File: config.mk
export PLATFORM = sky130hd
export DESIGN_NAME = sfcseq_chart
export DESIGN_NICKNAME = d
export VERILOG_FILES = /design/src/sfcseq_step.v /design/src/sfcseq_chart.v
export VERILOG_INCLUDE_DIRS = /design/src
export SDC_FILE = /design/constraint.sdc
export NUM_CORES = 1
export LEC_CHECK = 0
export BUFFER_PORTS_ARGS = -buffer_cell sky130_fd_sc_hd__buf_4
export CAP_MARGIN = 20
export CORE_ASPECT_RATIO = 1.75
export CORE_MARGIN = 4
export CORE_UTILIZATION = 50
export DETAILED_ROUTE_END_ITERATION = 16
export HOLD_SLACK_MARGIN = 0.05
export PLACE_DENSITY = 0.78
export SLEW_MARGIN = 20
export SYNTH_ARGS = -nofsm -noshare
export SYNTH_HDL_FRONTEND = slang
export SYNTH_SLANG_ARGS = --single-unit
File: constraint.sdc
create_clock -name clk_sys -period 2.9 [get_ports clk_sys]
set_input_delay 0.58 -clock clk_sys [delete_from_list [all_inputs] [get_ports clk_sys]]
set_output_delay 0.58 -clock clk_sys [all_outputs]
set_load 0.005 [all_outputs]
File: src/sfcseq_consts.vh
// constants for the sfc step sequencer elements
`ifndef SFCSEQ_CONSTS_VH
`define SFCSEQ_CONSTS_VH
`define SFCSEQ_N_STEPS 4
`define SFCSEQ_N_INIT 1
`define SFCSEQ_SCAN_NS 1000
`define SFCSEQ_CLK_NS 5
`define SFCSEQ_STEP_RST 1'b0
`define SFCSEQ_INIT_RST 1'b1
`endif

File: src/sfcseq_step.v
// one sfc step latch: set by either step input, cleared by transition
`timescale 1ns/1ps
module sfcseq_step (
    // clock and reset
    input wire clk_sys,
    input wire arst_n,
    // scan and control
    input wire scan_tick,
    input wire force_en,
    input wire force_val,
    input wire hold_en,
    // token inputs
    input wire step_in1,
    input wire step_in2,
    input wire trans_in,
    // outputs
    output wire step_out,
    output reg trans_out_reg
);
    reg step_reg;
    reg step_next;
    reg trans_next;
    assign step_out = step_reg;

    always @* begin
        step_next = step_reg;
        trans_next = 1'b0;
        if (force_en) begin
            step_next = force_val;
        end else if (hold_en) begin
            step_next = step_reg;
        end else if (trans_in && step_reg) begin
            step_next = 1'b0;
            trans_next = 1'b1;
        end else if (step_in1 || step_in2) begin
            step_next = 1'b1;
        end
        // with nothing active the latch just holds its value
    end

    always @(posedge clk_sys or negedge arst_n) begin
        if (!arst_n) begin
            step_reg <= 1'b0;
            trans_out_reg <= 1'b0;
        end else if (scan_tick) begin
            step_reg <= step_next;
            trans_out_reg <= trans_next;
        end else begin
            trans_out_reg <= 1'b0;
        end
    end
endmodule

File: src/sfcseq_chart.v
// one independent sfc chart built from the step sequencer elements
`timescale 1ns/1ps
`include "sfcseq_consts.vh"
// Summary of operation
// a step input sets the step output, which then stays latched.
// an active transition clears the step and pulses its transition output.
// with no input active an inactive step stays inactive.
// unconnected element inputs read as inactive; the code has no pulls, so unused inputs must be tied low.
// without resettable step, initial steps set at start, run entry, power return.
// every chart carries at least one initial step.
// reset forces the resettable initial step on and clears other steps; the code forces the initial step on as well.
// a chart with resettable step keeps its steps across power loss.
// no more than one resettable initial step per chart.
// cold-start drives reset; outside logic disables dependent outputs.
// resettable step inputs default inactive except reset itself.
// the split drives both outputs when either input is active.
// the split holds both outputs inactive when no input is active.
// join inputs one or two latch the first branch output.
// join inputs three or four latch the second branch output.
// both branches plus transition clear both and pulse the transition output.
// transition with a branch missing changes nothing and pulses nothing.
// transition outputs last a single scan only; the code drives them high for one clk_sys cycle after the scan edge.
// while reset is held, steps stay at the initial pattern.
// resetting this chart leaves other charts untouched.
// latches update once per scan from inputs sampled at scan start.
module sfcseq_chart #(
    parameter N_STEPS = `SFCSEQ_N_STEPS,
    parameter HAS_RESET_INIT = 1,
    parameter SCAN_NS = `SFCSEQ_SCAN_NS
) (
    // clock and reset
    input wire clk_sys,
    input wire arst_n,
    // run control from the program environment
    input wire init_req,
    input wire power_return,
    input wire chart_reset,
    // initial step
    input wire init_in1,
    input wire init_in2,
    input wire init_trans,
    output wire init_step_out,
    output wire init_trans_out,
    // resettable initial step
    input wire rinit_in1,
    input wire rinit_in2,
    input wire rinit_trans,
    output wire rinit_step_out,
    output wire rinit_trans_out,
    // ordinary steps
    input wire [N_STEPS-1:0] step_in1,
    input wire [N_STEPS-1:0] step_in2,
    input wire [N_STEPS-1:0] step_trans,
    output wire [N_STEPS-1:0] step_out,
    output wire [N_STEPS-1:0] step_trans_out,
    // parallel split (combinational)
    input wire split_in1,
    input wire split_in2,
    output wire split_out1,
    output wire split_out2,
    // parallel join element
    input wire join_in1,
    input wire join_in2,
    input wire join_in3,
    input wire join_in4,
    input wire join_trans,
    output wire join_step1_out,
    output wire join_step2_out,
    output wire join_trans_out,
    // scan pulse seen by outside logic
    output wire scan_tick
);
    localparam SCAN_CYC_RAW = (SCAN_NS + `SFCSEQ_CLK_NS - 1) / `SFCSEQ_CLK_NS;
    localparam SCAN_CYC = (SCAN_CYC_RAW < 1) ? 1 : SCAN_CYC_RAW;
    localparam CW = 16;

    // the scan counter paces all latch updates
    reg [CW-1:0] scan_cnt_reg;
    reg tick_reg;
    always @(posedge clk_sys or negedge arst_n) begin
        if (!arst_n) begin
            scan_cnt_reg <= {CW{1'b0}};
            tick_reg <= 1'b0;
        end else if (scan_cnt_reg == SCAN_CYC[CW-1:0] - 16'h0001) begin
            scan_cnt_reg <= {CW{1'b0}};
            tick_reg <= 1'b1;
        end else begin
            scan_cnt_reg <= scan_cnt_reg + 16'h0001;
            tick_reg <= 1'b0;
        end
    end
    assign scan_tick = tick_reg;

    // start events are caught until the next scan so a short pulse is not lost
    reg start_pend_reg;
    reg pwr_pend_reg;
    always @(posedge clk_sys or negedge arst_n) begin
        if (!arst_n) begin
            start_pend_reg <= 1'b1;
            pwr_pend_reg <= 1'b0;
        end else begin
            if (init_req)
                start_pend_reg <= 1'b1;
            else if (tick_reg)
                start_pend_reg <= 1'b0;
            if (power_return)
                pwr_pend_reg <= 1'b1;
            else if (tick_reg)
                pwr_pend_reg <= 1'b0;
        end
    end

    // retention: with a resettable step, power return keeps the state, only reset,
    // program start and run entry force the pattern
    wire auto_init = start_pend_reg || (pwr_pend_reg && !HAS_RESET_INIT);
    // reset input has no default and acts only in this chart; R10 relies on
    // the surrounding logic tying it to cold start
    wire rst_force = HAS_RESET_INIT && chart_reset;
    wire force_en = auto_init || rst_force;
    wire hold_en = pwr_pend_reg && HAS_RESET_INIT;

    sfcseq_step u_init (
        .clk_sys(clk_sys),
        .arst_n(arst_n),
        .scan_tick(tick_reg),
        .force_en(force_en),
        .force_val(`SFCSEQ_INIT_RST),
        .hold_en(hold_en),
        .step_in1(init_in1),
        .step_in2(init_in2),
        .trans_in(init_trans),
        .step_out(init_step_out),
        .trans_out_reg(init_trans_out)
    );

    wire rinit_step_w;
    wire rinit_trans_w;
    sfcseq_step u_rinit (
        .clk_sys(clk_sys),
        .arst_n(arst_n),
        .scan_tick(tick_reg),
        .force_en(force_en),
        .force_val(`SFCSEQ_INIT_RST),
        .hold_en(hold_en),
        .step_in1(rinit_in1),
        .step_in2(rinit_in2),
        .trans_in(rinit_trans),
        .step_out(rinit_step_w),
        .trans_out_reg(rinit_trans_w)
    );
    assign rinit_step_out = HAS_RESET_INIT ? rinit_step_w : 1'b0;
    assign rinit_trans_out = HAS_RESET_INIT ? rinit_trans_w : 1'b0;

    genvar gi;
    generate
        for (gi = 0; gi < N_STEPS; gi = gi + 1) begin : g_step
            sfcseq_step u_step (
                .clk_sys(clk_sys),
                .arst_n(arst_n),
                .scan_tick(tick_reg),
                .force_en(force_en),
                .force_val(`SFCSEQ_STEP_RST),
                .hold_en(hold_en),
                .step_in1(step_in1[gi]),
                .step_in2(step_in2[gi]),
                .trans_in(step_trans[gi]),
                .step_out(step_out[gi]),
                .trans_out_reg(step_trans_out[gi])
            );
        end
    endgenerate

    // split passes the token straight through, no latch
    assign split_out1 = split_in1 || split_in2;
    assign split_out2 = split_in1 || split_in2;

    // parallel join element: two branch latches released together
    reg join1_reg;
    reg join2_reg;
    reg join_tr_reg;
    reg join1_next;
    reg join2_next;
    reg join_tr_next;
    always @* begin
        join1_next = join1_reg;
        join2_next = join2_reg;
        join_tr_next = 1'b0;
        if (force_en) begin
            join1_next = 1'b0;
            join2_next = 1'b0;
        end else if (!hold_en) begin
            if (join_trans && join1_reg && join2_reg) begin
                join1_next = 1'b0;
                join2_next = 1'b0;
                join_tr_next = 1'b1;
            end else begin
                // a lone branch is kept, no transition pulse
                if (join_in1 || join_in2)
                    join1_next = 1'b1;
                if (join_in3 || join_in4)
                    join2_next = 1'b1;
            end
        end
    end

    always @(posedge clk_sys or negedge arst_n) begin
        if (!arst_n) begin
            join1_reg <= 1'b0;
            join2_reg <= 1'b0;
            join_tr_reg <= 1'b0;
        end else if (tick_reg) begin
            join1_reg <= join1_next;
            join2_reg <= join2_next;
            join_tr_reg <= join_tr_next;
        end else begin
            join_tr_reg <= 1'b0;
        end
    end
    assign join_step1_out = join1_reg;
    assign join_step2_out = join2_reg;
    assign join_trans_out = join_tr_reg;
    // unused inputs must be tied low by the integrator; no pulls exist in logic
    // the chart always carries one initial step instance
endmodule

==> results.ini <==
[placed_design]
port_buffers = 47
hpwl_um = 2517
dp_cells = 223
gp_congestion = 0.8398
placed_area_um2 = 1887

[global_routing]
gr-usage-all-layers_pct = 18.03
grt_overflow = 0
antenna_found_initial = 0
grt_start_max_net_pins = 35
grt_pass1_vias = 1235
grt_pass1_wl_um = 5589

[critical_path]
path_class = register to register
cp-start-kind = register
crit_fanout = 11
arrival_ns = 2.10
r2r_cells = 4
cp.required_ns = 3.07
crit_path_end_kind = register
r2r_slack_ns = 0.97

[die]
rows = 26
coreArea_um2 = 2960
die_h_um = 81.81
die_area_um2 = 4105
ioPinCount = 48
die_width_um = 50.18
initial_core_util_pct = 52.58

[yosys]
syn_inst = 145
synth.distinct_cells = 32
synth_area_leaders = dfrtp_1 53%, buf_4 4.3%, and3_1 4.0%
yosys.area.top_type = dfrtp_1
ys_ff_latch = 34
syn_area_um2 = 1556
avgSynthCellArea_um2 = 10.73
yosysWarningCount = 0
synth.top_cell.area_share_pct = 53.05
ys_seq_area_share_pct = 54.74
synth.net_count = 176

[clock_network]
clkTransAtPathRegs_ns = 0.07
htree_levels = 2
cts_root_buf = clkbuf_8
cts_made_buffers = 5
cts_sinks = 34
cts_resized = 0
cts_setup_buffers = 0
clock_latency_ns = 0.28
cts_max_path_buffers = 2
cts_tree = built
ctsHoldBuffers = 0

[timing]
period_minus_slack_ns = 1.934
slew_headroom_pct = 35.22
fin_crit_sh_pct = 66.69
finalHoldViolations = 0
grt_setup_unrepaired = no
tightestPinTransition_ns = 0.9642
finalSetupViolCount = 0
setup_tns_ns = 0
fin_skew_ns = 0.003571
maxSlewViolCount = 0
fmax_mhz = 517.1

[layout]
area_growth_pct = 28.30
final_cells = 231
layout_common_cells = 47 x buf_4, 33 x dfrtp_1, 13 x nor2_1
largest_register_ffs = 16
final_common_cell = buf_4
diodes = 0
nets = 219
n_fill_cell = 235
fin_area_um2 = 1997
layout-drive-gt1-share_pct = 35.45

[routing]
num_vias = 1229
vias_per_cell = 5.320
wl_um = 3366
antenna_left = 0
drtPass1Iterations = 4
drt-initial-drc-count = 28
route.detailed.drc = 0
wl_per_cell_um = 14.57

[power]
peakVddDrop_v = 0.0005516
power_density_nw_per_um2 = 478.7
p_leak_nw = 1.012

[outcome]
status = finished clean

[worst_hold_path]
hp-class = input pin to async pin

[flow_run]
cap_violations = 0

path summary, 6_finish.rpt:
kind	start	to
worst max-delay path	pwr_pend_reg	u_init.step_out
worst min-delay path	arst_n	g_step[3].u_step.step_out
worst max register to register	pwr_pend_reg	u_init.step_out
worst min register to register	scan_cnt_reg[15]	scan_cnt_reg[15]
max in group asynchronous	arst_n	auto_init
min in group clk_sys	init_req	auto_init
area by class of cell:
cell class                      instances  area, um^2  share of cell area (%)
Timing Repair Buffer                   47       352.8                   17.67
Tap cell                               42       52.55                   2.632
Sequential cell                        34       852.1                   42.67
Inverter                                6       22.52                   1.128
Clock buffer                            8       110.1                   5.514
Multi-Input combinational cell         94       606.8                   30.39
routing by layer:
| layer | track usage [%] | routed length [um] | vias up |
|---|---|---|---|
| li1 | - | - | 575 |
| met1 | 17.93 | 1170 | 600 |
| met2 | 33.25 | 1854 | 48 |
| met3 | 5.808 | 282 | 6 |
| met4 | 8.310 | 59 | 0 |
| met5 | 0 | 0 | - |
logic make-up (layout without fill, tap and decap cells):
logic type | after synthesis | after routing | share of synthesized area [%]
buf+inv | 17 | 61 | 6.270
fa+ha+maj | 1 | 1 | 0.8037
simple gates | 58 | 58 | 22.11
xor+xnor | 13 | 13 | 7.315
compound gates | 22 | 22 | 8.762
flops | 34 | 34 | 54.74
synthesized netlist by cell type:
library cell   n
nand4_1        2
nor4_4         1
o21ai_0        6
xor2_1         6
and2_1         2
a31oi_1        4
and4_2         1
and3b_2        1
or2_2          5
and3_2         1
buf_4          9
xnor2_1        7
ha_1           1
or4_4          1
nand2b_1       3
a21oi_1        6
o21ai_2        1
and3_1        10
dfrtp_1       33
dfstp_2        1
nor3_1         4
and4_1         1
inv_1          6
nor2b_1        1
nor2_1        13
a221o_1        2
nand2_1        4
a21o_1         3
or4_1          1
clkbuf_1       2
or4b_1         1
nand3_1        6
critical path: stages (launching register included):
cell and delay, ns:
dfrtp_1 0.47, nand2b_1 0.24, nor3_1 0.76, and3_1 0.29
nor2_1 0.06
power by group:
part           leakage [nW]  internal (W)  total [W]  switching [W]
registers             0.441      0.000481   0.000488     0.00000671
logic                 0.514     0.0000419  0.0000662      0.0000243
clock network        0.0575      0.000240   0.000402       0.000163
total                  1.01      0.000762   0.000956       0.000194
per-stage QoR:
| stage | power [W] | worst slack (ns) | hold slack, ns | util, % |
|---|---|---|---|---|
| 6_report | 0.0009559 | 0.9661 | 0.2301 | 67.46 |
| 3_5_place_dp | 0.0005632 | 0.9742 | 0.4722 | 63.74 |
| 3_3_place_gp | 0.0005606 | 1.060 | 0.4618 | 63.74 |
| 4_1_cts | 0.0009671 | 0.9705 | 0.2368 | 67.46 |
| 2_1_floorplan | 0.0005142 | 1.257 | 0.2844 | - |
| 5_1_grt | 0.0009946 | 0.8271 | 0.2624 | 67.46 |
No activity file was read; power rests on OpenSTA's default activity.
